## src/rtl/sleep_wake_pkg.sv

```systemverilog
// Constants, states and carriers shared by the sleep and wake controller
package sleep_wake_pkg;

    // ==========================================================
    // Timing
    localparam int CLK_MHZ = 10;
    localparam int WDT_PERIOD_US = 18000;
    localparam int OSC_START_US = 10;
    localparam int OSC_START_CYCLES = OSC_START_US * CLK_MHZ;

    // ==========================================================
    // Widths and fixed values
    localparam int PC_W = 13;
    localparam int IRQ_W = 10;
    localparam int WDT_W = 18;
    localparam int OSC_W = 8;
    localparam logic [PC_W-1:0] IRQ_VECTOR = 13'h0004;
    // Sources 0..7 may wake; 8..9 need the phase clocks
    localparam logic [IRQ_W-1:0] WAKE_MASK = 10'h0ff;

    // ==========================================================
    // Register offsets
    localparam logic [7:0] CTRL_OFS = 8'h00;
    localparam logic [7:0] STATUS_OFS = 8'h04;
    localparam logic [7:0] IRQ_EN_OFS = 8'h08;
    localparam logic [7:0] IRQ_FLAG_OFS = 8'h0c;
    localparam logic [7:0] WDT_COUNT_OFS = 8'h10;

    // ==========================================================
    // Field positions
    localparam int CTRL_WDT_EN_BIT = 0;
    localparam int CTRL_GIE_BIT = 1;
    localparam int CTRL_CLEAR_WDT_BIT = 2;
    localparam int STAT_ASLEEP_BIT = 0;
    localparam int STAT_OSC_BIT = 1;
    localparam int STAT_PD_BIT = 3;
    localparam int STAT_TO_BIT = 4;

    // ==========================================================
    // Reset values
    localparam logic PD_RESET = 1'b1;
    localparam logic TO_RESET = 1'b1;
    localparam logic WDT_EN_RESET = 1'b0;
    localparam logic GIE_RESET = 1'b0;
    localparam logic [IRQ_W-1:0] IRQ_EN_RESET = 10'h000;

    // ==========================================================
    // Types
    typedef enum logic [1:0] {
        ST_RUN = 2'b00,
        ST_ASLEEP = 2'b01,
        ST_WAKING = 2'b10
    } state_t;

    typedef struct packed {
        logic valid;
        logic write;
        logic [7:0] ofs;
    } dphase_t;

    typedef struct packed {
        logic push;
        logic [PC_W-1:0] pc;
    } push_t;

endpackage : sleep_wake_pkg

```

## src/rtl/sleep_wake_controller.sv

```systemverilog
// Sleep entry, wake-up and interrupt vectoring for the core, with an AHB-Lite slave
//
// The implementer's own choices: the AHB-Lite slave port and the register addresses.
`timescale 1ns/1ps
`default_nettype none

module sleep_wake_controller #(
    parameter int unsigned WATCHDOG_CYCLES =
        sleep_wake_pkg::WDT_PERIOD_US * sleep_wake_pkg::CLK_MHZ
) (
    input wire logic hclk,
    input wire logic hresetn,
    input wire logic hsel,
    input wire logic [31:0] haddr,
    input wire logic [1:0] htrans,
    input wire logic hwrite,
    input wire logic [2:0] hsize,
    input wire logic [31:0] hwdata,
    input wire logic hready,
    output logic hreadyout,
    output logic hresp,
    output logic [31:0] hrdata,
    input wire logic sleep_instr,
    input wire logic [12:0] pc,
    input wire logic [9:0] irq_flags,
    input wire logic master_clear_pin_n,
    output logic osc_enable,
    output logic io_hold,
    output logic asleep,
    output logic resume,
    output logic sleep_nop,
    output logic [12:0] prefetch_addr,
    output logic device_reset,
    output logic vector_take,
    output logic [12:0] vector_addr,
    output sleep_wake_pkg::push_t stack_push,
    output logic power_down_flag,
    output logic timeout_flag
);

    localparam logic [17:0] WDT_LAST = 18'(WATCHDOG_CYCLES - 1);
    localparam logic [7:0] OSC_LAST = 8'(sleep_wake_pkg::OSC_START_CYCLES - 1);
    localparam int OSC_BOUND = sleep_wake_pkg::OSC_START_CYCLES;

    // ==========================================================
    // State
    sleep_wake_pkg::state_t state_reg, state_next;
    sleep_wake_pkg::dphase_t dphase_reg;
    sleep_wake_pkg::push_t push_reg;
    logic [17:0] wdt_count_reg, wdt_count_next;
    logic [7:0] osc_cnt_reg, osc_cnt_next;
    logic wdt_en_reg, wdt_en_next;
    logic gie_reg, gie_next;
    logic [9:0] irq_en_reg, irq_en_next;
    logic pd_reg, pd_next;
    logic to_reg, to_next;
    logic osc_reg, io_hold_reg, resume_reg, nop_reg, reset_reg, vector_reg;
    logic [12:0] prefetch_reg;
    logic [31:0] hrdata_reg;
    logic hreadyout_reg;

    // ==========================================================
    // Decode
    wire master_clear_pin_active = !master_clear_pin_n;
    wire in_run = (state_reg == sleep_wake_pkg::ST_RUN);
    wire in_sleep = (state_reg == sleep_wake_pkg::ST_ASLEEP);
    wire in_waking = (state_reg == sleep_wake_pkg::ST_WAKING);
    // Clocked peripherals are silenced while asleep
    wire [9:0] live_mask = in_sleep ? sleep_wake_pkg::WAKE_MASK : 10'h3ff;
    wire [9:0] irq_gated = irq_flags & live_mask;
    wire [9:0] irq_enabled = irq_gated & irq_en_reg;
    wire irq_pending = |irq_enabled;
    wire wdt_expire = wdt_en_reg && (wdt_count_reg == WDT_LAST);
    wire sleep_go = in_run && sleep_instr && !irq_pending && !master_clear_pin_active;
    wire sleep_as_nop = in_run && sleep_instr && irq_pending && !master_clear_pin_active;
    // Checked from the first asleep cycle, so a late interrupt wakes at once
    wire wake_event = in_sleep && !master_clear_pin_active && (wdt_expire || irq_pending);
    wire osc_done = in_waking && (osc_cnt_reg == OSC_LAST);
    wire vector_go = in_run && gie_reg && irq_pending && !master_clear_pin_active;
    wire wdt_reset = !in_sleep && wdt_expire;

    // ==========================================================
    // Bus decode
    wire bus_take = hsel && htrans[1] && hready;
    wire [7:0] rd_ofs = haddr[7:0];
    wire wr_ok = dphase_reg.valid && dphase_reg.write;
    wire wr_ctrl = wr_ok && (dphase_reg.ofs == sleep_wake_pkg::CTRL_OFS);
    wire wr_irq_en = wr_ok && (dphase_reg.ofs == sleep_wake_pkg::IRQ_EN_OFS);
    wire clear_wdt_cmd = wr_ctrl && hwdata[sleep_wake_pkg::CTRL_CLEAR_WDT_BIT];
    wire [31:0] ctrl_word = {30'h0, gie_reg, wdt_en_reg};
    wire [31:0] status_word = {27'h0, to_reg, pd_reg, 1'b0, osc_reg, in_sleep};
    wire [31:0] rd_data =
        (rd_ofs == sleep_wake_pkg::CTRL_OFS) ? ctrl_word :
        (rd_ofs == sleep_wake_pkg::STATUS_OFS) ? status_word :
        (rd_ofs == sleep_wake_pkg::IRQ_EN_OFS) ? {22'h0, irq_en_reg} :
        (rd_ofs == sleep_wake_pkg::IRQ_FLAG_OFS) ? {22'h0, irq_gated} :
        (rd_ofs == sleep_wake_pkg::WDT_COUNT_OFS) ? {14'h0, wdt_count_reg} :
        32'h0000_0000;

    // ==========================================================
    // Next state
    always_comb begin
        state_next = state_reg;
        osc_cnt_next = 8'h00;
        case (state_reg)
            sleep_wake_pkg::ST_RUN: begin
                if (sleep_go) begin
                    state_next = sleep_wake_pkg::ST_ASLEEP;
                end
            end
            sleep_wake_pkg::ST_ASLEEP: begin
                if (master_clear_pin_active) begin
                    state_next = sleep_wake_pkg::ST_RUN;
                end else if (wake_event) begin
                    state_next = sleep_wake_pkg::ST_WAKING;
                end
            end
            sleep_wake_pkg::ST_WAKING: begin
                osc_cnt_next = 8'(osc_cnt_reg + 8'h01);
                if (master_clear_pin_active || osc_done) begin
                    state_next = sleep_wake_pkg::ST_RUN;
                end
            end
            default: begin
                state_next = sleep_wake_pkg::ST_RUN;
            end
        endcase
    end

    // ==========================================================
    // Watchdog, flags and control
    always_comb begin
        wdt_count_next = wdt_count_reg;
        if (master_clear_pin_active || sleep_go || clear_wdt_cmd || wdt_expire) begin
            wdt_count_next = 18'h00000;
        end else if (wdt_en_reg) begin
            wdt_count_next = 18'(wdt_count_reg + 18'h00001);
        end
    end

    always_comb begin
        pd_next = pd_reg;
        to_next = to_reg;
        if (sleep_go) begin
            pd_next = 1'b0;
            to_next = 1'b1;
        end else if (wdt_expire) begin
            to_next = 1'b0;
        end else if (clear_wdt_cmd) begin
            pd_next = 1'b1;
            to_next = 1'b1;
        end
    end

    always_comb begin
        wdt_en_next = wr_ctrl ? hwdata[sleep_wake_pkg::CTRL_WDT_EN_BIT] : wdt_en_reg;
        irq_en_next = wr_irq_en ? hwdata[9:0] : irq_en_reg;
        // Taking a vector drops the enable; a software write still wins
        gie_next = vector_go ? 1'b0 : gie_reg;
        if (wr_ctrl) begin
            gie_next = hwdata[sleep_wake_pkg::CTRL_GIE_BIT];
        end
        if (master_clear_pin_active || wdt_reset) begin
            gie_next = sleep_wake_pkg::GIE_RESET;
            irq_en_next = sleep_wake_pkg::IRQ_EN_RESET;
            wdt_en_next = sleep_wake_pkg::WDT_EN_RESET;
        end
    end

    // ==========================================================
    // Registers
    always_ff @(posedge hclk or negedge hresetn) begin
        if (!hresetn) begin
            state_reg <= sleep_wake_pkg::ST_RUN;
            osc_cnt_reg <= 8'h00;
            wdt_count_reg <= 18'h00000;
            pd_reg <= sleep_wake_pkg::PD_RESET;
            to_reg <= sleep_wake_pkg::TO_RESET;
            wdt_en_reg <= sleep_wake_pkg::WDT_EN_RESET;
            gie_reg <= sleep_wake_pkg::GIE_RESET;
            irq_en_reg <= sleep_wake_pkg::IRQ_EN_RESET;
        end else begin
            state_reg <= state_next;
            osc_cnt_reg <= osc_cnt_next;
            wdt_count_reg <= wdt_count_next;
            pd_reg <= pd_next;
            to_reg <= to_next;
            wdt_en_reg <= wdt_en_next;
            gie_reg <= gie_next;
            irq_en_reg <= irq_en_next;
        end
    end

    always_ff @(posedge hclk or negedge hresetn) begin
        if (!hresetn) begin
            osc_reg <= 1'b1;
            io_hold_reg <= 1'b0;
            resume_reg <= 1'b0;
            nop_reg <= 1'b0;
            reset_reg <= 1'b0;
            vector_reg <= 1'b0;
        end else begin
            osc_reg <= (state_next != sleep_wake_pkg::ST_ASLEEP);
            io_hold_reg <= (state_next == sleep_wake_pkg::ST_ASLEEP);
            resume_reg <= osc_done && !master_clear_pin_active;
            nop_reg <= sleep_as_nop;
            reset_reg <= master_clear_pin_active || wdt_reset;
            vector_reg <= vector_go;
        end
    end

    always_ff @(posedge hclk or negedge hresetn) begin
        if (!hresetn) begin
            prefetch_reg <= 13'h0000;
            push_reg <= '0;
        end else begin
            if (sleep_go) begin
                prefetch_reg <= 13'(pc + 13'h0001);
            end
            push_reg.push <= vector_go;
            push_reg.pc <= vector_go ? pc : 13'h0000;
        end
    end

    // ==========================================================
    // Bus slave
    always_ff @(posedge hclk or negedge hresetn) begin
        if (!hresetn) begin
            dphase_reg <= '0;
            hrdata_reg <= 32'h0000_0000;
            hreadyout_reg <= 1'b0;
        end else begin
            hreadyout_reg <= 1'b1;
            if (hready) begin
                dphase_reg.valid <= bus_take;
                dphase_reg.write <= hwrite;
                dphase_reg.ofs <= rd_ofs;
            end
            if (bus_take && !hwrite) begin
                hrdata_reg <= rd_data;
            end
        end
    end

    assign hreadyout = hreadyout_reg;
    assign hresp = 1'b0;
    assign hrdata = hrdata_reg;
    assign osc_enable = osc_reg;
    assign io_hold = io_hold_reg;
    assign asleep = io_hold_reg;
    assign resume = resume_reg;
    assign sleep_nop = nop_reg;
    assign prefetch_addr = prefetch_reg;
    assign device_reset = reset_reg;
    assign vector_take = vector_reg;
    assign vector_addr = sleep_wake_pkg::IRQ_VECTOR;
    assign stack_push = push_reg;
    assign power_down_flag = pd_reg;
    assign timeout_flag = to_reg;
endmodule : sleep_wake_controller

`default_nettype wire

```

## config.mk

```make
export PLATFORM = sky130hd
export DESIGN_NAME = sleep_wake_controller
export DESIGN_NICKNAME = d
export VERILOG_FILES = /design/src/rtl/sleep_wake_pkg.sv /design/src/rtl/sleep_wake_controller.sv
export SDC_FILE = /design/constraint.sdc
export NUM_CORES = 1
export LEC_CHECK = 0
export BUFFER_PORTS_ARGS = -buffer_cell sky130_fd_sc_hd__buf_2
export CORE_AREA = 5 5 140 115
export DETAILED_ROUTE_END_ITERATION = 12
export DIE_AREA = 0 0 145 120
export GPL_TIMING_DRIVEN = 0
export PLACE_DENSITY = 0.61
export SYNTH_ARGS = -nofsm -noshare
export SYNTH_HDL_FRONTEND = slang
export SYNTH_SLANG_ARGS = --single-unit
```

## constraint.sdc

```tcl
create_clock -name hclk -period 4.05 [get_ports hclk]
set_input_delay 0.2025 -clock hclk [delete_from_list [all_inputs] [get_ports hclk]]
set_output_delay 0.2025 -clock hclk [all_outputs]
set_load 0.01 [all_outputs]
```

==> summary.txt, run 1 <==
reg2reg path depth = 7
Iteration-0 DRC Markers = 290
# Max-Cap Violations = 0
Sequential Area = 2580 sq um
setup bufs post-CTS = 0
relative slew slack = 32.1%
Post-Syn Instances = 464
# setup viols final = 0
worst hold margin = 0.101 ns
Max FO, Critical Path = 10
crit path capture = hrdata[10]
crit-path cells = buf_2 -> nand4b_2 -> nor4_1 -> and3_1 -> buf_2 -> a22o_1
fmax = 494 MHz
Overall Global Routing Usage = 14.8%
instance count on the critical path = 6
Synth area leaders = dfrtp_1 (50%), mux2_2 (5.6%), buf_4 (4.5%)
Setup WS post-layout = 2.03 ns
Post-CTS Hold Fix Bufs = 1
RR Startpoint = irq_en_reg[3]
post-route cell area = 6170 sq um
io pins = 182
Top delay family on crit path = simple AND/OR/NAND/NOR gates
clk_skew = 0.0143 ns
worst slew pin tran = 1.01 ns
LEAKAGE = 3.06 nW
clock latency on the worst-skew pair = 0.35 ns
via count = 3849
minimum clock period = 2.02 ns
worst reg2reg setup slack = 2.05 ns
Placeable Area = 14700 sq um
Max clock buf depth = 2
CTS tree = yes
Max Transition Viols Final = 0
Critical Path RT = 4.33 ns
CP Data Arrival Time = 2.30 ns
port bufs = 101
ys flop type = dfrtp_1
Max H-tree Level = 3
crit path capture type = register
worst reg2reg endpoint = prefetch_addr[10]
DR WL/cell = 15.9 microns
CTS Buf Count = 9
worst path bufs/invs = 2
DRT antenna net count = 0
outcome = finished, final reports clean
CP Launch Type = input port
# DRC = 0
Die ar. = 17400 sq um
share of layout cells above drive strength 1 = 31.9%
Detailed Route WL = 12700 microns
endpoints failing hold = 0
diode count = 0
CP dominant cell by count = buf_2
Synth cell types = 52
number of global-route vias before repair = 3858
Fin Setup TNS = 0 ns
Seq cells post-synth = 103
Row Count = 40
Syn. warnings = 0
gpl congestion = 0.831
Initial Util = 34.1%
min-delay worst type = input port to register
Critical Path Source = hwrite
kind of critical path = input port to register
Seq/Total Area, Yosys = 51.6%
EDFF count, synth = 0
Post-Route Utilization = 42.1%
DIE WIDTH = 145 microns
final worst path period share = 49.9%
Final Power = 2.23 mW
Overflow after GRT = 0
Die Y = 120 microns
RSZ-0062 raised after global routing = no
maximum vdd drop = 0.203 mV
DRT Pass-1 Iters = 4
Final HPWL DP = 9790 microns
Slowest Stage Delay on Critical Path = 0.88 ns
Post-Syn Area = 5000 sq um
Synth area leader = dfrtp_1
CTS Root Cell = clkbuf_16
Critical Path Slowest Stage Cell = nor4_1
post-CTS sizing = 0
non-filler instance count after layout = 798
area share of the largest cell type after synthesis = 50.1%
Vias per Instance = 4.82
pin count of the biggest net entering global routing = 58
area of the multi-input gates = 2160 sq um
Synth async-reset ratio = 100%
power density over the cells = 361 nW/um^2
global-route wire length before repair = 20700 microns
CTS clock-pin slew for the worst setup and hold paths = 0.06 ns
Area Overhead vs Synth = 23.4%
antenna violations before repair = 1
Layout fillers = 1442
placed cells = 782
Post-DP Area = 5870 sq um
clock sinks = 103
dpl ws = 1.72 ns
Post-layout nets = 707
Post-Syn Area per Cell = 10.8 sq um
worst reg2reg max path: stages (launching register included):
cell,delay [ns]
dfrtp_1,0.41
a22oi_1,0.22
nand4_1,0.18
or2_1,0.26
buf_6,0.15
nor2_8,0.15
buf_6,0.18
mux2_2,0.35
worst min path at each step:
stage / from / end / slack (ns) / cells past startpoint
finish: pc[12] / stack_push[12] / 0.10 / 2
global route: pc[11] / stack_push[11] / 0.09 / 2
CTS: pc[12] / stack_push[12] / 0.09 / 2
detailed placement: hresetn / hrdata[5] / 0.28 / 1
global placement: pc[12] / stack_push[12] / 0.45 / 2
floorplan: hresetn / asleep / -0.09 / 0
cell type report:
class                      count  share of cell area (%)
multi-input combinational    331                    35.0
clock buffer                   9                    3.65
buffer                        47                    5.25
tap                          189                    3.83
sequential                   103                    41.8
clock inverter                 6                    1.01
inverter                      10                   0.608
timing repair buffer         103                    8.84
synth_stat cells (5+ instances only):
cell / n
nand2b_1: 5
dfrtp_1: 100
nand2_1: 27
xor2_1: 20
a22o_1: 10
xnor2_1: 13
inv_1: 10
and2_1: 15
a22oi_1: 11
nand3_1: 15
o21ai_0: 12
mux2_2: 25
buf_4: 30
a21oi_1: 13
nor2b_1: 5
clkbuf_1: 8
nand4_1: 12
nor3_1: 5
nor2_1: 58
mux2i_1: 14
logic make-up (layout without fill, tap and decap cells):
logic type      after synthesis  count (layout)  synth area share (%)
xor+xnor                     33              33                  5.78
simple gates                167             167                  17.8
other cells                   2              29                 0.150
buf+inv                      57             175                  7.23
compound gates               60              60                  8.26
fa+ha+maj                     3               3                 0.751
mux                          39              39                  8.43
flops                       103             103                  51.6
cell usage in the layout, fill, tap and decap left out, types with 3 or more instances in the layout:
cell / n
xor2_1: 20
nor3_1: 5
dfstp_2: 3
a22oi_1: 11
nor2_1: 58
nor4_1: 3
nor2b_1: 5
or3_1: 3
o22ai_1: 4
a22o_1: 10
nand4_1: 12
buf_4: 31
o21ai_0: 12
xnor2_1: 13
and2_1: 15
nand3_1: 15
dfrtp_1: 100
clkbuf_1: 8
conb_1: 29
nand2b_1: 5
clkinvlp_4: 3
mux2_2: 25
a21oi_1: 13
buf_2: 104
clkbuf_16: 9
nand2_1: 27
mux2i_1: 14
buf_6: 4
inv_1: 10
ha_1: 3
routing by layer:
metal / part of all wire (%) / global-route usage (%)
met1: 48 / 20.7
met4: 0.85 / 3.35
met2: 45 / 22.3
met3: 6.0 / 4.79
met5: 0.10 / 0
power by group:
group / internal [mW] / switching, mW
sequential: 1.08 / 0.0256
clock: 0.473 / 0.379
combinational: 0.124 / 0.149
Note: power is estimated with default switching activity, not from simulation.
==> run 2: changes to the inputs <==
--- a/config.mk
+++ b/config.mk
@@ -10,7 +10,7 @@
 export DETAILED_ROUTE_END_ITERATION = 12
 export DIE_AREA = 0 0 145 120
 export GPL_TIMING_DRIVEN = 0
-export PLACE_DENSITY = 0.61
+export PLACE_DENSITY = 0.64
 export SYNTH_ARGS = -nofsm -noshare
 export SYNTH_HDL_FRONTEND = slang
 export SYNTH_SLANG_ARGS = --single-unit
==> constraint.sdc (replaced) <==
create_clock -name hclk -period 1.75 [get_ports hclk]
set_input_delay 0.0875 -clock hclk [delete_from_list [all_inputs] [get_ports hclk]]
set_output_delay 0.0875 -clock hclk [all_outputs]
set_load 0.01 [all_outputs]
==> summary.txt, run 2 (synthesis results as in run 1) <==
outcome = finished with violations (was finished, final reports clean)
failing checks = negative setup slack
DIE WIDTH = 145 microns (unchanged)
final worst path period share = 109%
minimum clock period = 1.91 ns
CP Data Arrival Time = 2.15 ns (was 2.30 ns)
Detailed Route WL = 12900 microns (was 12700 microns)
post-route cell area = 6810 sq um (was 6170 sq um)
# setup viols final = 51 (was 0)
min-delay worst type = input port to register (unchanged)
kind of critical path = register to register (was input port to register)
DRT antenna net count = 0 (unchanged)
Overall Global Routing Usage = 14.6% (was 14.8%)
crit-path cells = or4b_4 -> nor3_4 -> nand4_4 -> o21ai_4 -> buf_6 -> nor2_2 (was buf_2 -> nand4b_2 -> nor4_1 -> and3_1 -> buf_2 -> a22o_1)
Max clock buf depth = 2 (unchanged)
gpl congestion = 0.849 (was 0.831)
# Max-Cap Violations = 0 (unchanged)
Overflow after GRT = 0 (unchanged)
most common cell after layout, fill and taps aside = buf_2 (unchanged)
pin count of the biggest net entering global routing = 54 (was 58)
maximum vdd drop = 0.590 mV (was 0.203 mV)
crit path capture type = register (unchanged)
Iteration-0 DRC Markers = 214 (was 290)
io pins = 182 (unchanged)
Setup WS post-layout = -0.162 ns (was 2.03 ns)
Die Y = 120 microns (unchanged)
Area Overhead vs Synth = 36.2% (was 23.4%)
Placeable Area = 14700 sq um (unchanged)
Critical Path RT = 1.98 ns (was 4.33 ns)
clock latency on the worst-skew pair = 0.34 ns (was 0.35 ns)
DR WL/cell = 15.4 microns (was 15.9 microns)
worst slew pin tran = 0.811 ns (was 1.01 ns)
Slowest Stage Delay on Critical Path = 0.55 ns (was 0.88 ns)
diode count = 0 (unchanged)
clock sinks = 103 (unchanged)
CTS Buf Count = 9 (unchanged)
endpoints failing hold = 0 (unchanged)
port bufs = 101 (unchanged)
Post-DP Area = 5910 sq um (was 5870 sq um)
Initial Util = 34.1% (unchanged)
Max H-tree Level = 3 (unchanged)
fmax = 523 MHz
CTS clock-pin slew for the worst setup and hold paths = 0.07 ns (was 0.06 ns)
Critical Path Slowest Stage Cell = or4b_4 (was nor4_1)
Die ar. = 17400 sq um (unchanged)
CTS Root Cell = clkbuf_16 (unchanged)
global-route wire length before repair = 20700 microns (about the same)
via count = 3972 (was 3849)
# DRC = 0 (unchanged)
Final Power = 5.32 mW (was 2.23 mW)
Post-Route Utilization = 46.4% (was 42.1%)
Vias per Instance = 4.74 (was 4.82)
antenna violations before repair = 1 (unchanged)
Max FO, Critical Path = 5 (was 10)
RSZ-0062 raised after global routing = yes (was no)
Final HPWL DP = 9480 microns (was 9790 microns)
clk_skew = 0.0136 ns (was 0.0143 ns)
most frequent cells in the layout = buf_2 (103), dfrtp_1 (100), buf_4 (51) (was buf_2 (104), dfrtp_1 (100), nor2_1 (58))
LEAKAGE = 3.31 nW (was 3.06 nW)
power density over the cells = 782 nW/um^2 (was 361 nW/um^2)
relative slew slack = 45.8% (was 32.1%)
CTS tree = yes (unchanged)
number of global-route vias before repair = 4113 (was 3858)
Row Count = 40 (unchanged)
DRT Pass-1 Iters = 5 (was 4)
dpl ws = -0.282 ns (was 1.72 ns)
Max Transition Viols Final = 0 (unchanged)
CP Launch Type = register (was input port)
Post-layout nets = 746 (was 707)
share of layout cells above drive strength 1 = 42.1% (was 31.9%)
## run 2: final timing paths
check | slack [ns] | from | end | depth (start not counted)
setup / recovery | -0.16 | wdt_count_reg[7] | irq_en_reg[3] | 6
hold / removal | 0.01 | haddr[5] | dphase_reg[5] | 2
setup reg to reg | -0.16 | wdt_count_reg[7] | irq_en_reg[3] | 6
hold reg to reg | 0.49 | hrdata[8] | hrdata[8] | 2
max in group asynchronous | 0.68 | hresetn | timeout_flag | 3
min in group asynchronous | 0.32 | hresetn | hrdata[7] | 2
## run 2: power breakdown
group | total [mW] | switching (mW) | internal, mW
Combinational | 0.744 | 0.378 | 0.365
Clock | 2.02 | 0.896 | 1.13
Sequential | 2.55 | 0.0665 | 2.49
Total | 5.32 | 1.34 | 3.98
## run 2: final cells by class
type,instances,area [sq um]
Clock inverter,5,63.8
Tap cell,189,236
Inverter,10,37.5
Sequential cell,103,2580
Multi-Input combinational cell,331,2410
Timing Repair Buffer,142,907
Fill cell,1392,7860
Buffer,47,343
Clock buffer,11,233
## run 2: metrics by stage
stage          TNS, ns  hold slack [ns]  cells
6_report         -4.38           0.0133    838
5_1_grt          -7.00           0.0150    838
4_1_cts          -5.40          0.00234    828
3_5_place_dp    -13.08            0.167    782
3_3_place_gp    -59.02            0.318    781
2_1_floorplan  -0.0586           -0.208    491
## run 2: metal layers
| metal | global-route usage [%] | up-vias | part of all wire [%] |
|---|---|---|---|
| met3 | 5.59 | 12 | 8.5 |
| li1 | - | 1906 | - |
| met4 | 3.00 | 2 | 1.0 |
| met1 | 18.7 | 1917 | 43 |
| met2 | 23.5 | 135 | 48 |
| met5 | 0 | - | 0.054 |
## run 2: what timing repair did
item,CTS,global route
resized for setup,31,47
endpoints found under the hold margin,59,0
setup endpoints to repair,58,62
buffers inserted,18,9
cloned,2,1
pin swaps,24,24
hold buffers,10,0
## run 2: critical path: cells and delay by family, from the launching register on
kind,cells,cell delay (ns)
compound gates,1,0.27
simple gates,4,0.97
buf+inv,1,0.19
flops,1,0.38
==> run 3: changes to the inputs <==
--- a/config.mk
+++ b/config.mk
@@ -6,11 +6,13 @@
 export NUM_CORES = 1
 export LEC_CHECK = 0
 export BUFFER_PORTS_ARGS = -buffer_cell sky130_fd_sc_hd__buf_2
-export CORE_AREA = 5 5 140 115
+export CELL_PAD_IN_SITES_DETAIL_PLACEMENT = 1
+export CELL_PAD_IN_SITES_GLOBAL_PLACEMENT = 1
+export CORE_AREA = 5 5 142 117
 export DETAILED_ROUTE_END_ITERATION = 12
-export DIE_AREA = 0 0 145 120
+export DIE_AREA = 0 0 147 122
 export GPL_TIMING_DRIVEN = 0
-export PLACE_DENSITY = 0.64
+export PLACE_DENSITY = 0.78
 export SYNTH_ARGS = -nofsm -noshare
 export SYNTH_HDL_FRONTEND = slang
 export SYNTH_SLANG_ARGS = --single-unit
==> summary.txt, run 3 (synthesis results as in run 1) <==
Row Count = 41 (was 40)
global-route wire length before repair = 24100 microns (was 20700 microns)
Vias per Instance = 4.89 (was 4.74)
diode count = 0 (unchanged)
Layout fillers = 1700 (was 1392)
worst hold margin = 0.0131 ns (was 0.0133 ns)
clk_skew = 0.0111 ns (was 0.0136 ns)
CTS tree = yes (unchanged)
crit path capture = prefetch_addr[11] (was irq_en_reg[3])
Post-Route Utilization = 45.4% (was 46.4%)
Max H-tree Level = 3 (unchanged)
endpoints failing hold = 0 (unchanged)
Internal Pwr Total = 4.18 mW (was 3.98 mW)
DRT antenna net count = 0 (unchanged)
clock sinks = 103 (unchanged)
DRT Pass-1 Iters = 4 (was 5)
maximum vdd drop = 0.433 mV (was 0.590 mV)
crit-path cells = a22oi_2 -> nand4_1 -> or2_1 -> buf_6 -> nor2_8 -> clkbuf_16 -> mux2_4 (was or4b_4 -> nor3_4 -> nand4_4 -> o21ai_4 -> buf_6 -> nor2_2)
RR Startpoint = irq_en_reg[2] (was wdt_count_reg[7])
most common cell after layout, fill and taps aside = buf_2 (unchanged)
crit path capture type = register (unchanged)
worst slew pin tran = 0.756 ns (was 0.811 ns)
DR WL/cell = 18.0 microns (was 15.4 microns)
Iteration-0 DRC Markers = 166 (was 214)
CP Launch Type = register (unchanged)
switching pwr = 1.39 mW (was 1.34 mW)
share of layout cells above drive strength 1 = 43.8% (was 42.1%)
Max clock buf depth = 2 (unchanged)
Detailed Route WL = 15200 microns (was 12900 microns)
# DRC = 0 (unchanged)
Die ar. = 17900 sq um (was 17400 sq um)
Critical Path Slowest Stage Cell = dfrtp_1 (was or4b_4)
Overflow after GRT = 0 (unchanged)
reg2reg path depth = 7 (was 6)
Top delay family on crit path = simple AND/OR/NAND/NOR gates (unchanged)
Overall Global Routing Usage = 16.8% (was 14.6%)
min-delay worst type = input port to register (unchanged)
CTS Root Cell = clkbuf_16 (unchanged)
clock latency on the worst-skew pair = 0.34 ns (about the same)
number of global-route vias before repair = 4620 (was 4113)
worst hold start = pc[5] (was haddr[5])
CTS clock-pin slew for the worst setup and hold paths = 0.07 ns (about the same)
fmax = 527 MHz (was 523 MHz)
Max Transition Viols Final = 0 (unchanged)
port bufs = 101 (unchanged)
CP Data Arrival Time = 2.13 ns (was 2.15 ns)
Post-layout nets = 750 (was 746)
pin count of the biggest net entering global routing = 58 (was 54)
instance count on the critical path = 7 (was 6)
Critical Path Source = irq_en_reg[2] (was wdt_count_reg[7])
sw frac = 24.9% (was 25.2%)
Clock Power Share = 40.0% (was 38.0%)
kind of critical path = register to register (unchanged)
worst reg2reg endpoint = prefetch_addr[11] (was irq_en_reg[3])
Slowest Stage Delay on Critical Path = 0.42 ns (was 0.55 ns)
RSZ-0062 raised after global routing = yes (unchanged)
LEAKAGE = 3.38 nW (was 3.31 nW)
minimum clock period = 1.90 ns (was 1.91 ns)
worst reg2reg setup slack = -0.15 ns (was -0.16 ns)
most frequent cells in the layout = buf_2 (103), dfrtp_1 (100), buf_4 (54) (was buf_2 (103), dfrtp_1 (100), buf_4 (51))
via count = 4135 (was 3972)
failing checks = negative setup slack (unchanged)
Placeable Area = 15200 sq um (was 14700 sq um)
Max FO, Critical Path = 4 (was 5)
antenna violations before repair = 0 (was 1)
Die Y = 122 microns (was 120 microns)
io pins = 182 (unchanged)
final worst path period share = 108% (was 109%)
CTS Buf Count = 9 (unchanged)
# setup viols final = 61 (was 51)
gpl congestion = 0.813 (was 0.849)
Final HPWL DP = 10800 microns (was 9480 microns)
Initial Util = 32.8% (was 34.1%)
power density over the cells = 805 nW/um^2 (was 782 nW/um^2)
relative slew slack = 49.4% (was 45.8%)
DIE WIDTH = 147 microns (was 145 microns)
# Max-Cap Violations = 0 (unchanged)
Logic pwr share = 14.0% (about the same)
Setup WS post-layout = -0.149 ns (was -0.162 ns)
worst path bufs/invs = 2 (was 1)
Area Overhead vs Synth = 38.3% (was 36.2%)
Critical Path RT = 1.98 ns (about the same)
outcome = finished with violations (unchanged)
Seq pwr share = 46.0% (was 48.0%)
run 3: changes by cell type in the layout (fill, tap and decap cells not counted), moves of 4 or more:
cell | before | now
mux2_2 | 17 | 13
mux2_4 | 8 | 12
nor2_2 | 21 | 25
nor2_4 | 9 | 5
run 3: repair_timing:
item	CTS	global route
buffers inserted	27	7
endpoints found under the hold margin	53	0
hold buffers	8	0
gates cloned	3	1
pin swaps	30	25
endpoints found under the setup margin	59	76
gates resized for setup	44	48
run 3: power by group through the flow:
stage,Combinational [mW],Clock [mW],Sequential (mW)
after floorplan,0.338,0,2.62
after global placement,0.644,0,2.59
after detailed placement,0.671,0,2.60
after CTS,0.762,2.29,2.56
after global routing,0.849,2.39,2.57
final,0.781,2.23,2.56
run 3: cell type report:
cell class | instances | area (sq um) | share of cell area, %
clock buffer | 11 | 243 | 3.51
tap | 193 | 241 | 3.49
clock inverter | 5 | 88.8 | 1.28
multi-input combinational | 331 | 2430 | 35.2
sequential | 103 | 2580 | 37.3
timing repair buffer | 146 | 948 | 13.7
buffer | 47 | 343 | 4.96
inverter | 10 | 37.5 | 0.543
run 3: worst min-delay path by stage:
| stage | depth (start not counted) | endpoint | slack, ns |
|---|---|---|---|
| 2_1_floorplan | 0 | asleep | -0.21 |
| 3_3_place_gp | 2 | stack_push[11] | 0.32 |
| 3_5_place_dp | 1 | hrdata[6] | 0.14 |
| 4_1_cts | 3 | irq_en_reg[6] | 0.0006 |
| 5_1_grt | 2 | stack_push[5] | 0.003 |
| 6_report | 2 | stack_push[5] | 0.01 |
run 3: worst register-to-register path: stages (launching register included):
cell       delay [ns]
dfrtp_1          0.42
a22oi_2          0.19
nand4_1          0.18
or2_1            0.29
buf_6            0.14
nor2_8           0.12
clkbuf_16        0.17
mux2_4           0.29
run 3: layer usage:
layer | up-vias | GRT usage [%] | part of all wire, % | wire, microns
met1 | 2102 | 20.9 | 43 | 6480
met4 | 0 | 2.85 | 1.1 | 170
li1 | 1913 | - | - | -
met2 | 102 | 29.7 | 52 | 7860
met5 | - | 0 | 0 | 0
met3 | 18 | 4.65 | 4.8 | 729
run 3: through the flow:
step	total power [mW]	instances	setup WS (ns)	TNS, ns	area [sq um]
2_1_floorplan	2.96	491	-0.00733	-0.0586	5140
3_3_place_gp	3.24	785	-0.518	-60.02	5880
3_5_place_dp	3.27	786	-0.275	-11.70	5910
4_1_cts	5.61	839	-0.171	-6.30	6700
5_1_grt	5.81	846	-0.189	-9.35	6920
6_report	5.57	846	-0.149	-5.75	6920
